===== src/inc/pcs_pkg.sv =====
// constants for the pll clock synthesizer register file and dividers
// assumes a classic wishbone slave with 32-bit data, one register per word
package pcs_pkg;
    // register byte addresses
    localparam logic [7:0] ADDR_CTRL      = 8'h00;  // pll_control_register
    localparam logic [7:0] ADDR_MUL_HIGH  = 8'h04;  // multiplier_select_high
    localparam logic [7:0] ADDR_MUL_LOW   = 8'h08;  // multiplier_select_low
    localparam logic [7:0] ADDR_REF_DIV   = 8'h0C;  // reference divide factor r
    localparam logic [7:0] ADDR_LIN_MUL   = 8'h10;  // linear range multiplier l
    localparam logic [7:0] ADDR_STATUS    = 8'h14;  // lock and mode status
    // control register fields
    localparam int CTRL_ON_BIT    = 5;              // pll_on_bit
    localparam int CTRL_BCS_BIT   = 4;              // select pll output as bus clock source
    localparam int CTRL_PRE_LSB   = 2;              // prescale field p, 2 bits
    localparam int CTRL_RNG_LSB   = 0;              // oscillator_range_field e, 2 bits
    // reset values
    localparam logic [7:0]  RST_CTRL      = 8'h00;
    localparam logic [3:0]  RST_MUL_HIGH  = 4'h0;
    localparam logic [7:0]  RST_MUL_LOW   = 8'h40;
    localparam logic [7:0]  RST_REF_DIV   = 8'h01;
    localparam logic [7:0]  RST_LIN_MUL   = 8'h01;
    // nominal centre-of-range base frequency in hz
    localparam int          NOM_FREQ_HZ   = 38400;
    // bus clock after reset is the crystal clock divided by four
    localparam logic [1:0]  XTAL_BUS_DIV  = 2'h3;   // terminal count of a divide-by-4
    // lock detector: frequency windows compared over this many reference edges
    localparam logic [3:0]  LOCK_WINDOWS  = 4'h8;
    localparam logic [15:0] LOCK_TOL      = 16'h0001;
    // loop filter step sizes: acquisition is coarse, tracking is fine
    localparam logic [15:0] STEP_ACQ      = 16'h0040;
    localparam logic [15:0] STEP_TRK      = 16'h0004;
    // tuning word: mid-scale is the centre of range
    localparam logic [15:0] TUNE_MID      = 16'h8000;
endpackage


===== src/pcs_divider.sv =====
// programmable modulo divider producing a one-cycle tick every n input ticks
// assumes tick_in is synchronous to clk; a modulus of zero counts as one
`timescale 1ns/1ns
`default_nettype none
module pcs_divider (
    input  wire logic        clk,       // core clock
    input  wire logic        rst_b,     // async reset, active low
    input  wire logic        tick_in,   // one-cycle input event
    input  wire logic [15:0] modulus,   // divide factor
    output logic             tick_out   // one-cycle output event
);
    logic [15:0] cnt_ff;
    logic [15:0] nxt_cnt;
    logic        tick_ff;
    logic        nxt_tick;
    logic [15:0] last;

    // zero behaves as one, so the terminal count never wraps below zero
    always_comb begin
        last     = (modulus == 16'h0000) ? 16'h0000 : modulus - 16'h0001;
        nxt_cnt  = cnt_ff;
        nxt_tick = 1'b0;
        if (tick_in) begin
            if (cnt_ff >= last) begin
                nxt_cnt  = 16'h0000;
                nxt_tick = 1'b1;
            end else begin
                nxt_cnt = cnt_ff + 16'h0001;
            end
        end
    end

    always_ff @(posedge clk or negedge rst_b) begin
        if (!rst_b) begin
            cnt_ff  <= 16'h0000;
            tick_ff <= 1'b0;
        end else begin
            cnt_ff  <= nxt_cnt;
            tick_ff <= nxt_tick;
        end
    end

    assign tick_out = tick_ff;
endmodule
`default_nettype wire


===== src/pcs_top.sv =====
// pll clock synthesizer: registers, reference and feedback dividers, phase
// detector, digital loop filter and lock detector
// assumes crystal and oscillator inputs are asynchronous square waves that are
// slow against CORE_CLK; the analogue oscillator is modelled by its tuning word
//
// Our own choices: the address map and the Wishbone interface to the registers.
`timescale 1ns/1ns
`default_nettype none
// How it works
// - tuning word spans half to twice the centre frequency around mid-scale
// - centre frequency reported as 38.4 kHz times l times two to the e
// - reference clock follows the crystal and is divided by r
// - oscillator divided by two to the p, then by n, gives feedback
// - phase detector pulses up or down by the edge order and gap
// - loop filter steps coarse in acquisition, fine in tracking
// - lock detector compares feedback and reference counts per reference window
// - control register holds p and e as plain binary fields
// - multiplier registers ignore writes while the pll is on
// - upper nibble of multiplier high reads zero and does nothing
// - multiplier low byte is the low byte of n
// - n of zero divides like n of one
// - multiplier low resets to 0x40, n of 64
// - reset selects crystal divided by four as bus clock
// - oscillator output runs at exactly the crystal frequency
module pcs_top (
    input  wire logic        CORE_CLK,   // 100 mhz core clock
    input  wire logic        RST_B,      // async reset, active low
    input  wire logic        XTAL_IN,    // crystal_clock pin
    input  wire logic        VCO_IN,     // oscillator_clock from the analogue core
    input  wire logic        WB_CYC_I,   // wishbone cycle
    input  wire logic        WB_STB_I,   // wishbone strobe
    input  wire logic        WB_WE_I,    // wishbone write enable
    input  wire logic [7:0]  WB_ADR_I,   // wishbone byte address
    input  wire logic [3:0]  WB_SEL_I,   // wishbone byte selects
    input  wire logic [31:0] WB_DAT_I,   // wishbone write data
    output logic      [31:0] WB_DAT_O,   // wishbone read data
    output logic             WB_ACK_O,   // wishbone acknowledge
    output logic             OSC_OUT,    // crystal clock copy
    output logic             BUS_CLK,    // selected bus clock level
    output logic             PUMP_UP,    // correction pulse: speed up
    output logic             PUMP_DN,    // correction pulse: slow down
    output logic      [15:0] TUNE,       // loop filter capacitor voltage word
    output logic             LOCKED      // lock detector output
);
    typedef enum logic [1:0] {PCS_ACQ = 2'b00, PCS_TRK = 2'b01, PCS_LCK = 2'b11} pcs_mode_t;

    // pin synchronisers: first stage feeds only the second
    logic [1:0] xs1_ff, xs2_ff, nxt_xs1, nxt_xs2;
    logic [1:0] prev_ff, nxt_prev;
    logic       x_edge, v_edge;

    always_comb begin
        nxt_xs1  = {VCO_IN, XTAL_IN};
        nxt_xs2  = xs1_ff;
        nxt_prev = xs2_ff;
    end
    always_ff @(posedge CORE_CLK or negedge RST_B) begin
        if (!RST_B) begin
            xs1_ff  <= 2'b00;
            xs2_ff  <= 2'b00;
            prev_ff <= 2'b00;
        end else begin
            xs1_ff  <= nxt_xs1;
            xs2_ff  <= nxt_xs2;
            prev_ff <= nxt_prev;
        end
    end
    assign x_edge = xs2_ff[0] & ~prev_ff[0];
    assign v_edge = xs2_ff[1] & ~prev_ff[1];

    // register file
    logic [7:0]  ctrl_ff, nxt_ctrl;
    logic [3:0]  mulh_ff, nxt_mulh;
    logic [7:0]  mull_ff, nxt_mull;
    logic [7:0]  rdiv_ff, nxt_rdiv;
    logic [7:0]  lmul_ff, nxt_lmul;
    logic        ack_ff, nxt_ack;
    logic [31:0] dat_ff, nxt_dat;
    logic        pll_on, req, wr;
    logic [1:0]  pre_p, rng_e;
    logic        lock_ff;
    pcs_mode_t   mode_ff;
    logic [31:0] centre_hz;

    assign pll_on = ctrl_ff[pcs_pkg::CTRL_ON_BIT];
    assign pre_p  = ctrl_ff[pcs_pkg::CTRL_PRE_LSB +: 2];   // binary p
    assign rng_e  = ctrl_ff[pcs_pkg::CTRL_RNG_LSB +: 2];   // binary e
    assign req    = WB_CYC_I & WB_STB_I & ~ack_ff;
    assign wr     = req & WB_WE_I & WB_SEL_I[0];
    // centre of range as l * 2^e * 38.4 khz
    assign centre_hz = (32'(lmul_ff) * 32'(pcs_pkg::NOM_FREQ_HZ)) << rng_e;

    // one-cycle ack after the request, a zero read for unmapped words
    always_comb begin
        nxt_ctrl = ctrl_ff;
        nxt_mulh = mulh_ff;
        nxt_mull = mull_ff;
        nxt_rdiv = rdiv_ff;
        nxt_lmul = lmul_ff;
        nxt_ack  = req;
        nxt_dat  = 32'h0000_0000;
        if (wr) begin
            unique case (WB_ADR_I)
                pcs_pkg::ADDR_CTRL:     nxt_ctrl = WB_DAT_I[7:0];
                // blocked while on, leaving the value untouched
                pcs_pkg::ADDR_MUL_HIGH: if (!pll_on) nxt_mulh = WB_DAT_I[3:0];
                pcs_pkg::ADDR_MUL_LOW:  if (!pll_on) nxt_mull = WB_DAT_I[7:0];
                pcs_pkg::ADDR_REF_DIV:  nxt_rdiv = WB_DAT_I[7:0];
                pcs_pkg::ADDR_LIN_MUL:  nxt_lmul = WB_DAT_I[7:0];
                default: ;
            endcase
        end
        if (req && !WB_WE_I) begin
            unique case (WB_ADR_I)
                pcs_pkg::ADDR_CTRL:     nxt_dat = {24'h00_0000, ctrl_ff};
                pcs_pkg::ADDR_MUL_HIGH: nxt_dat = {28'h000_0000, mulh_ff};  // [7:4] zero
                pcs_pkg::ADDR_MUL_LOW:  nxt_dat = {24'h00_0000, mull_ff};
                pcs_pkg::ADDR_REF_DIV:  nxt_dat = {24'h00_0000, rdiv_ff};
                pcs_pkg::ADDR_LIN_MUL:  nxt_dat = {24'h00_0000, lmul_ff};
                pcs_pkg::ADDR_STATUS:   nxt_dat = {centre_hz[28:0], mode_ff, lock_ff};
                default:                nxt_dat = 32'h0000_0000;
            endcase
        end
    end
    always_ff @(posedge CORE_CLK or negedge RST_B) begin
        if (!RST_B) begin
            ctrl_ff <= pcs_pkg::RST_CTRL;        // pll off, crystal bus clock
            mulh_ff <= pcs_pkg::RST_MUL_HIGH;
            mull_ff <= pcs_pkg::RST_MUL_LOW;     // n = 64
            rdiv_ff <= pcs_pkg::RST_REF_DIV;
            lmul_ff <= pcs_pkg::RST_LIN_MUL;
            ack_ff  <= 1'b0;
            dat_ff  <= 32'h0000_0000;
        end else begin
            ctrl_ff <= nxt_ctrl;
            mulh_ff <= nxt_mulh;
            mull_ff <= nxt_mull;
            rdiv_ff <= nxt_rdiv;
            lmul_ff <= nxt_lmul;
            ack_ff  <= nxt_ack;
            dat_ff  <= nxt_dat;
        end
    end

    // prescaler on the oscillator: one tick every 2^p oscillator edges
    logic [2:0] pre_ff, nxt_pre;
    logic       pre_tick_ff, nxt_pre_tick;
    logic [2:0] pre_last;
    always_comb begin
        pre_last     = 3'((4'h1 << pre_p) - 4'h1);
        nxt_pre      = pre_ff;
        nxt_pre_tick = 1'b0;
        if (v_edge) begin
            if (pre_ff >= pre_last) begin
                nxt_pre      = 3'h0;
                nxt_pre_tick = 1'b1;
            end else begin
                nxt_pre = pre_ff + 3'h1;
            end
        end
    end
    always_ff @(posedge CORE_CLK or negedge RST_B) begin
        if (!RST_B) begin
            pre_ff      <= 3'h0;
            pre_tick_ff <= 1'b0;
        end else begin
            pre_ff      <= nxt_pre;
            pre_tick_ff <= nxt_pre_tick;
        end
    end

    // reference divider by r and feedback divider by n
    logic ref_tick, fb_tick;
    pcs_divider u_ref_div (
        .clk      (CORE_CLK),
        .rst_b    (RST_B),
        .tick_in  (x_edge),                  // buffered crystal edge
        .modulus  ({8'h00, rdiv_ff}),
        .tick_out (ref_tick)
    );
    pcs_divider u_fb_div (
        .clk      (CORE_CLK),
        .rst_b    (RST_B),
        .tick_in  (pre_tick_ff),
        .modulus  ({4'h0, mulh_ff, mull_ff}), // mull is the low byte of n
        .tick_out (fb_tick)
    );

    // phase detector, loop filter, lock detector
    logic        up_ff, dn_ff, nxt_up, nxt_dn;
    logic [15:0] tune_ff, nxt_tune, step;
    logic [15:0] fb_cnt_ff, nxt_fb_cnt;
    logic [3:0]  win_ff, nxt_win;
    pcs_mode_t   nxt_mode;
    logic        nxt_lock;
    logic [16:0] tune_sum;
    logic [15:0] fb_total;

    always_comb begin
        nxt_up = up_ff;
        nxt_dn = dn_ff;
        // first edge opens a pulse, the other edge closes it
        if (ref_tick && fb_tick) begin
            nxt_up = 1'b0;
            nxt_dn = 1'b0;
        end else if (ref_tick) begin
            nxt_up = ~dn_ff;
            nxt_dn = 1'b0;
        end else if (fb_tick) begin
            nxt_dn = ~up_ff;
            nxt_up = 1'b0;
        end
        if (!pll_on) begin
            nxt_up = 1'b0;
            nxt_dn = 1'b0;
        end
        step     = (mode_ff == PCS_ACQ) ? pcs_pkg::STEP_ACQ : pcs_pkg::STEP_TRK;
        nxt_tune = tune_ff;
        tune_sum = 17'h0_0000;
        // integrate each cycle of pulse; clamp keeps span within half..twice
        if (!pll_on) begin
            nxt_tune = pcs_pkg::TUNE_MID;
        end else if (up_ff) begin
            tune_sum = {1'b0, tune_ff} + {1'b0, step};
            nxt_tune = tune_sum[16] ? 16'hFFFF : tune_sum[15:0];
        end else if (dn_ff) begin
            nxt_tune = (tune_ff > step) ? tune_ff - step : 16'h0000;
        end
        // count feedback edges per reference window and compare
        nxt_fb_cnt = fb_tick ? fb_cnt_ff + 16'h0001 : fb_cnt_ff;
        fb_total   = nxt_fb_cnt;  // window total, kept before the counter is cleared
        nxt_win    = win_ff;
        nxt_mode   = mode_ff;
        nxt_lock   = lock_ff;
        if (!pll_on) begin
            nxt_fb_cnt = 16'h0000;
            nxt_win    = 4'h0;
            nxt_mode   = PCS_ACQ;
            nxt_lock   = 1'b0;
        end else if (ref_tick) begin
            nxt_win = win_ff + 4'h1;
            if (win_ff + 4'h1 == pcs_pkg::LOCK_WINDOWS) begin
                nxt_win    = 4'h0;
                nxt_fb_cnt = 16'h0000;
                if ((fb_total <= 16'(pcs_pkg::LOCK_WINDOWS) + pcs_pkg::LOCK_TOL) &&
                    (fb_total + pcs_pkg::LOCK_TOL >= 16'(pcs_pkg::LOCK_WINDOWS))) begin
                    nxt_mode = (mode_ff == PCS_ACQ) ? PCS_TRK : PCS_LCK;
                    nxt_lock = (mode_ff != PCS_ACQ);
                end else begin
                    nxt_mode = PCS_ACQ;  // lost frequency: back to coarse steps
                    nxt_lock = 1'b0;
                end
            end
        end
    end
    always_ff @(posedge CORE_CLK or negedge RST_B) begin
        if (!RST_B) begin
            up_ff     <= 1'b0;
            dn_ff     <= 1'b0;
            tune_ff   <= pcs_pkg::TUNE_MID;
            fb_cnt_ff <= 16'h0000;
            win_ff    <= 4'h0;
            mode_ff   <= PCS_ACQ;
            lock_ff   <= 1'b0;
        end else begin
            up_ff     <= nxt_up;
            dn_ff     <= nxt_dn;
            tune_ff   <= nxt_tune;
            fb_cnt_ff <= nxt_fb_cnt;
            win_ff    <= nxt_win;
            mode_ff   <= nxt_mode;
            lock_ff   <= nxt_lock;
        end
    end

    // bus clock: crystal divided by four unless pll selected and locked
    logic [1:0] bdiv_ff, nxt_bdiv;
    logic       bclk_ff, nxt_bclk, osc_ff, nxt_osc;
    always_comb begin
        nxt_bdiv = bdiv_ff;
        nxt_bclk = bclk_ff;
        nxt_osc  = xs2_ff[0];                           // crystal copy
        if (ctrl_ff[pcs_pkg::CTRL_BCS_BIT] && pll_on && lock_ff) begin
            nxt_bclk = fb_tick ? ~bclk_ff : bclk_ff;
        end else if (x_edge) begin
            nxt_bdiv = bdiv_ff + 2'h1;                   // divide by four
            if (bdiv_ff == pcs_pkg::XTAL_BUS_DIV || bdiv_ff == 2'h1) begin
                nxt_bclk = ~bclk_ff;
            end
        end
    end
    always_ff @(posedge CORE_CLK or negedge RST_B) begin
        if (!RST_B) begin
            bdiv_ff <= 2'h0;
            bclk_ff <= 1'b0;
            osc_ff  <= 1'b0;
        end else begin
            bdiv_ff <= nxt_bdiv;
            bclk_ff <= nxt_bclk;
            osc_ff  <= nxt_osc;
        end
    end

    assign WB_DAT_O = dat_ff;
    assign WB_ACK_O = ack_ff;
    assign OSC_OUT  = osc_ff;
    assign BUS_CLK  = bclk_ff;
    assign PUMP_UP  = up_ff;
    assign PUMP_DN  = dn_ff;
    assign TUNE     = tune_ff;
    assign LOCKED   = lock_ff;
endmodule
`default_nettype wire


===== config.mk =====
export PLATFORM = sky130hd
export DESIGN_NAME = pcs_top
export DESIGN_NICKNAME = d
export VERILOG_FILES = /design/src/inc/pcs_pkg.sv /design/src/pcs_divider.sv /design/src/pcs_top.sv
export SDC_FILE = /design/constraint.sdc
export NUM_CORES = 1
export LEC_CHECK = 0
export ABC_AREA = 1
export BUFFER_PORTS_ARGS = -buffer_cell sky130_fd_sc_hd__buf_2
export CAP_MARGIN = 30
export CORE_UTILIZATION = 62
export CTS_BUF_LIST = sky130_fd_sc_hd__clkbuf_4 sky130_fd_sc_hd__clkbuf_8
export DETAILED_ROUTE_END_ITERATION = 8
export PLACE_DENSITY_LB_ADDON = 0.08
export SETUP_SLACK_MARGIN = 0.4
export SYNTH_ARGS = -nofsm -noshare
export SYNTH_HDL_FRONTEND = slang
export SYNTH_HIERARCHICAL = 1
export SYNTH_SLANG_ARGS = --single-unit

===== constraint.sdc =====
create_clock -name CORE_CLK -period 4.25 [get_ports CORE_CLK]
set_clock_uncertainty 0.1 [all_clocks]
set_input_delay 0.425 -clock CORE_CLK [delete_from_list [all_inputs] [get_ports CORE_CLK]]
set_output_delay 0.425 -clock CORE_CLK [all_outputs]
set_load 0.01 [all_outputs]

# After elaboration in Yosys (flattened, before gate mapping)
# Index checks and enable logic that the tools add are counted.
# totals
ff_bits,158
input_bits,51
out_inout_bits,54
word_cells,143
# classes
shift,2
n_reduce_logical,22
n_mux,47
add_sub_neg,12
order_cmp,6
n_eq_ne,13
bitwise,14
multipliers,1
# op_table
op,count
$mux W16,13
$pmux W32 S6,1
$add A16 B1 Y16 const B,4
$ge A16 B16 Y1,2
$logic_not A16 Y1,2
$mux W32,1
$shl A24 B2 Y29,1
$mux W1,22
$add A16 B7 Y17,1
$eq A8 B4 Y1 const B,2
$eq A8 B5 Y1 const B,2
$ge A16 B4 Y1 const B,1
$gt A16 B7 Y1,1
$le A16 B4 Y1 const B,1
$sub A16 B7 Y16,1
$mul A8 B7 Y15 const B,1
$sub A12 B1 Y13 const B,1
$mux W4,3
$mux W2,5
$reduce_and A2 Y1,5
$reduce_and A3 Y1,3
$sub A8 B1 Y9 const B,1
$eq A8 B3 Y1 const B,1
$logic_not A8 Y1,1
other kinds (21),41

# Depth between registers and ports, before layout
# depth
ltp_word,9
depth_mapped,19
depth_no_buf,19

# Modules after synthesis
# Netlist, hierarchy kept.
# modules_own_cells
mod,n_inst,seq_area_each_um2,area_per_inst_um2,cells_each
pcs_top,1,2882.8,7288.2,910
pcs_divider at u_fb_div,1,425.4,1845.5,248
pcs_divider at u_ref_div,1,425.4,1818.0,264

# Worst setup path before layout
# Ideal clock, no wire load.
# synth_path
path_kind,reg2reg
from,register lmul_ff[4]
to,"register dat_ff[26], in the netlist WB_DAT_O[26]"
period_less_slack_ns,3.553
path_stages_with_launch,20
path_buffers,0
t_required_ns,4.033
slack_ns,0.697
setup_ns,0.117
t_arrival_ns,3.336
path_cell_list,dfrtp_1 > ha_1 > ha_1 > inv_1 > fa_1 > fa_1 > inv_1 > ha_1 > nand2_1 > nor3_1 > nand2_1 > nand2_1 > nand2_1 > nand2_1 > xor2_1 > inv_1 > nand2_1 > o21ai_0 > nand2_1 > nand2_1
# synth_between
elab_chain_len,4
# synth_rtl
element,line_no,rtl
"start, declared",pcs_top.sv:76,"logic [7:0] lmul_ff, nxt_lmul;"
"start signal, assigned",pcs_top.sv:131,lmul_ff <= pcs_pkg::RST_LIN_MUL;
"start signal, assigned",pcs_top.sv:139,lmul_ff <= nxt_lmul;
$mul A8 B7 Y15,pcs_top.sv:91,assign centre_hz = (32'(lmul_ff) * 32'(pcs_pkg::NOM_FREQ_HZ)) << rng_e;
$shl A24 B2 Y29,pcs_top.sv:91,
$pmux W32 S6,pcs_top.sv:114,unique case (WB_ADR_I)
$mux W32,pcs_top.sv:113,if (req && !WB_WE_I) begin
named net nxt_dat[26],pcs_top.sv:78,"logic [31:0] dat_ff, nxt_dat;"
"end signal, assigned",pcs_top.sv:141,dat_ff <= nxt_dat;
"end, declared",pcs_top.sv:78,
# The timed path passes the listed nets, and every way through them passes these cells.
# A chain may end at the register's enable or synchronous reset.

# Final worst setup path
# layout_path
from,register lmul_ff[4]
to,"register dat_ff[25], in the netlist WB_DAT_O[25]"
# The elaborated chain is that of the path after synthesis.

==> flow_summary.ini <==
[timing]
finalHoldViolCount = 0
final.setup.tns_ns = 0
period_share_pct = 85.8
fmax_mhz = 274
layout_min_cycle_time_ns = 3.65
setup-violations-final = 0
setup_ws_ns = 0.604
rsz0062_at_grt = no
finalMaxSlewViolations = 0
worst_pin_slew_ns = 0.925
max_slew_margin_pct = 38.3

[synth]
synth_area_mm2 = 0.0110
synth.avg_cell_area_um2 = 7.70
yosysWarningCount = 6
syn_inst = 1422
yosysMostFrequentCell = nand2_1
yosysSeqAreaShare_pct = 34.1
synth.area.top_cells = dfrtp_1 33%, nand2_1 12%, ha_1 10%
ys_types = 57
ys_ff_latch = 149
synth_async_sr_flop_share_pct = 100
synth-main-ff-cell = dfrtp_1
synth_edf_count = 0
yosysTopAreaCell = dfrtp_1
synth_common_cells = 338 x nand2_1, 170 x inv_1, 145 x dfrtp_1
synth_top_area_share_pct = 33.1

[clocking]
tritoncts = done
cts_sinks = 149
clkTransAtPathRegs_ns = 0.09
h-tree-depth = 4
clock_latency_ns = 0.46
cts_buffers = 17
cts_buffer_depth = 2
clockRootBuffer = clkbuf_8

[layout]
drive_gt1_share_pct = 16.3
area_delta_synth_final_pct = 10.9
n_antenna_cell = 0
finalNetCount = 1687
fillers = 1468
fin_cells = 1775

[setup_path]
path_max_fanout = 4
end_kind = flip-flop
r2r_cells = 16
crit_arrival_ns = 3.88
r2r-start = lmul_ff[4]$_DFFE_PN0P_
cp-start-kind = flip-flop
crit_type = reg -> reg
r2r_setup_slack_ns = 0.60
slowest_delay_ns = 0.51
r2r-end = WB_DAT_O[25]$_DFF_PN0_
required_ns = 4.49
cpMaxStageDelayCell = fa_1
worstPathCellList = ha_4 -> ha_4 -> inv_2 -> fa_1 -> fa_1 -> inv_1 -> ha_4 -> nand2_1 -> nor3_2 -> buf_4 -> nand3_1 -> o2111ai_1 -> or2_2 -> nand3_1 -> nand3_1 -> o21ai_0

[detailed_routing]
ant_nets = 0
vias = 9449
remaining_drc_errors = 0
wl_um = 24800
dr.pass1.iters = 5
vias_per_cell = 5.32
wl_per_cell_um = 14.0
drt_iter0_drc = 555

[power]
cellPowerDensity_mw_per_mm2 = 281
ir_drop_mv = 0.316
p_leak_nw = 6.29
finalPower_mw = 3.42

[floorplanning]
start_util_pct = 63.3
fp.dieArea_mm2 = 0.0182
coreArea_mm2 = 0.0173
io_pins = 105
rows = 48
die_h_um = 135
die_w_um = 135

[grt]
overflow = 0
track_usage_pct = 28.5
grt_first_pass_wirelength_um = 41200
grt_pass1_vias = 8750
grt_max_degree = 90
antenna_found_initial = 0

[min_path]
hp-class = in -> reg
whs_path_depth = 3
hold_end = WB_ACK_O$_DFF_PN0_
hold_path_startpoint = WB_STB_I

[place]
place_ws_ns = 0.356
io_buffer_count = 71
place.gp.congestion = 0.908
hpwl_um = 18800
place_inst = 1737

[job]
cap_violations = 0

[outcome]
status = finished clean
[cells in the final DEF, fill, tap and decap left out, drive strengths merged, types with 4 or more instances in the layout]
cell type	netlist	final
a21oi	75	75
a22o	5	5
a31oi	5	5
a41oi	5	5
buf	26	79
bufinv	0	4
clkbuf	8	17
clkinv	2	8
conb	1	50
dfrtp	145	145
dfstp	4	4
fa	7	7
ha	91	91
inv	196	200
nand2	353	353
nand3	107	107
nand4	20	20
nor2	139	139
nor3	26	26
nor4	5	5
o211ai	5	5
o21ai	109	109
o21bai	5	5
or2	8	8
xnor2	10	10
xor2	46	46
[cell families after synthesis]
kind of cell	Yosys count	synth area share [%]
AND/OR/NAND/NOR	663	28.6
other	1	0.0342
AO/OA/AOI/OAI	222	12.1
multiplexers	1	0.0914
flip-flops	149	34.1
adder cells (fa/ha/maj)	98	11.7
XOR/XNOR	56	4.55
buffers and inverters	232	8.84
[worst max path at each step]
stage / startpoint / endpoint
6_report: lmul_ff[4]$_DFFE_PN0P_ / WB_DAT_O[25]$_DFF_PN0_
5_1_grt: lmul_ff[3]$_DFFE_PN0P_ / WB_DAT_O[24]$_DFF_PN0_
4_1_cts: lmul_ff[4]$_DFFE_PN0P_ / WB_DAT_O[26]$_DFF_PN0_
3_5_place_dp: lmul_ff[4]$_DFFE_PN0P_ / WB_DAT_O[26]$_DFF_PN0_
3_3_place_gp: lmul_ff[4]$_DFFE_PN0P_ / WB_DAT_O[24]$_DFF_PN0_
2_1_floorplan: lmul_ff[4]$_DFFE_PN0P_ / WB_DAT_O[26]$_DFF_PN0_
[final cells by class]
type | instances | area [um^2] | share of cell area, %
Sequential cell | 149 | 3740 | 30.8
Clock inverter | 14 | 200 | 1.65
Multi-Input combinational cell | 1090 | 6490 | 53.5
Timing Repair Buffer | 82 | 452 | 3.72
Tap cell | 225 | 282 | 2.32
Clock buffer | 17 | 234 | 1.93
Inverter | 198 | 743 | 6.12
[state kept, by name, indices dropped and copies added (netlist names), 2 cells and up]
| signal | cells |
|---|---|
| win_ff | 4 |
| u_ref_div/cnt_ff | 16 |
| mulh_ff | 4 |
| mull_ff | 8 |
| nxt_prev | 2 |
| fb_cnt_ff | 16 |
| ctrl_ff | 8 |
| prev_ff | 2 |
| u_fb_div/cnt_ff | 16 |
| pre_ff | 3 |
| WB_DAT_O | 26 |
| lmul_ff | 8 |
| rdiv_ff | 8 |
| TUNE | 15 |
| nxt_xs2 | 2 |
| bdiv_ff | 2 |
[per-stage QoR]
stage / cell area [um^2] / utilization (%) / hold WS, ns
2_1_floorplan: 11100 / - / 0.0294
3_3_place_gp: 11600 / 67.0 / 0.232
3_5_place_dp: 11600 / 67.0 / 0.236
4_1_cts: 12100 / 69.7 / 0.0886
5_1_grt: 12100 / 70.2 / 0.119
6_report: 12100 / 70.2 / 0.112
[worst max-delay path: cells and delay by family (launching register included)]
family / cells / cell delay [ns]
adders and majority gates: 5 / 1.78
buffers and inverters: 3 / 0.22
and+or+nand+nor: 6 / 0.74
DFF: 1 / 0.46
AOI/OAI and AO/OA: 2 / 0.22
[what timing repair did]
item                                    CTS  global route
hold buffers                              3             0
resized for setup                         3            14
endpoints found under the setup margin    4             7
pin swaps                                 0             5
endpoints found under the hold margin    86             0
buffers inserted                          0             4
[power breakdown]
| group | switching (mW) | total [mW] | internal [mW] |
|---|---|---|---|
| Clock | 0.581 | 1.23 | 0.645 |
| Sequential | 0.126 | 1.65 | 1.52 |
| Combinational | 0.338 | 0.548 | 0.209 |
[layer usage]
layer,GRT usage [%],part of all wire [%],vias up
met2,46.4,48,226
met1,39.4,46,4388
met5,0,0,-
met3,3.90,4.9,32
li1,-,-,4803
met4,8.80,1.5,0
Note: power is estimated with default switching activity, not from simulation.
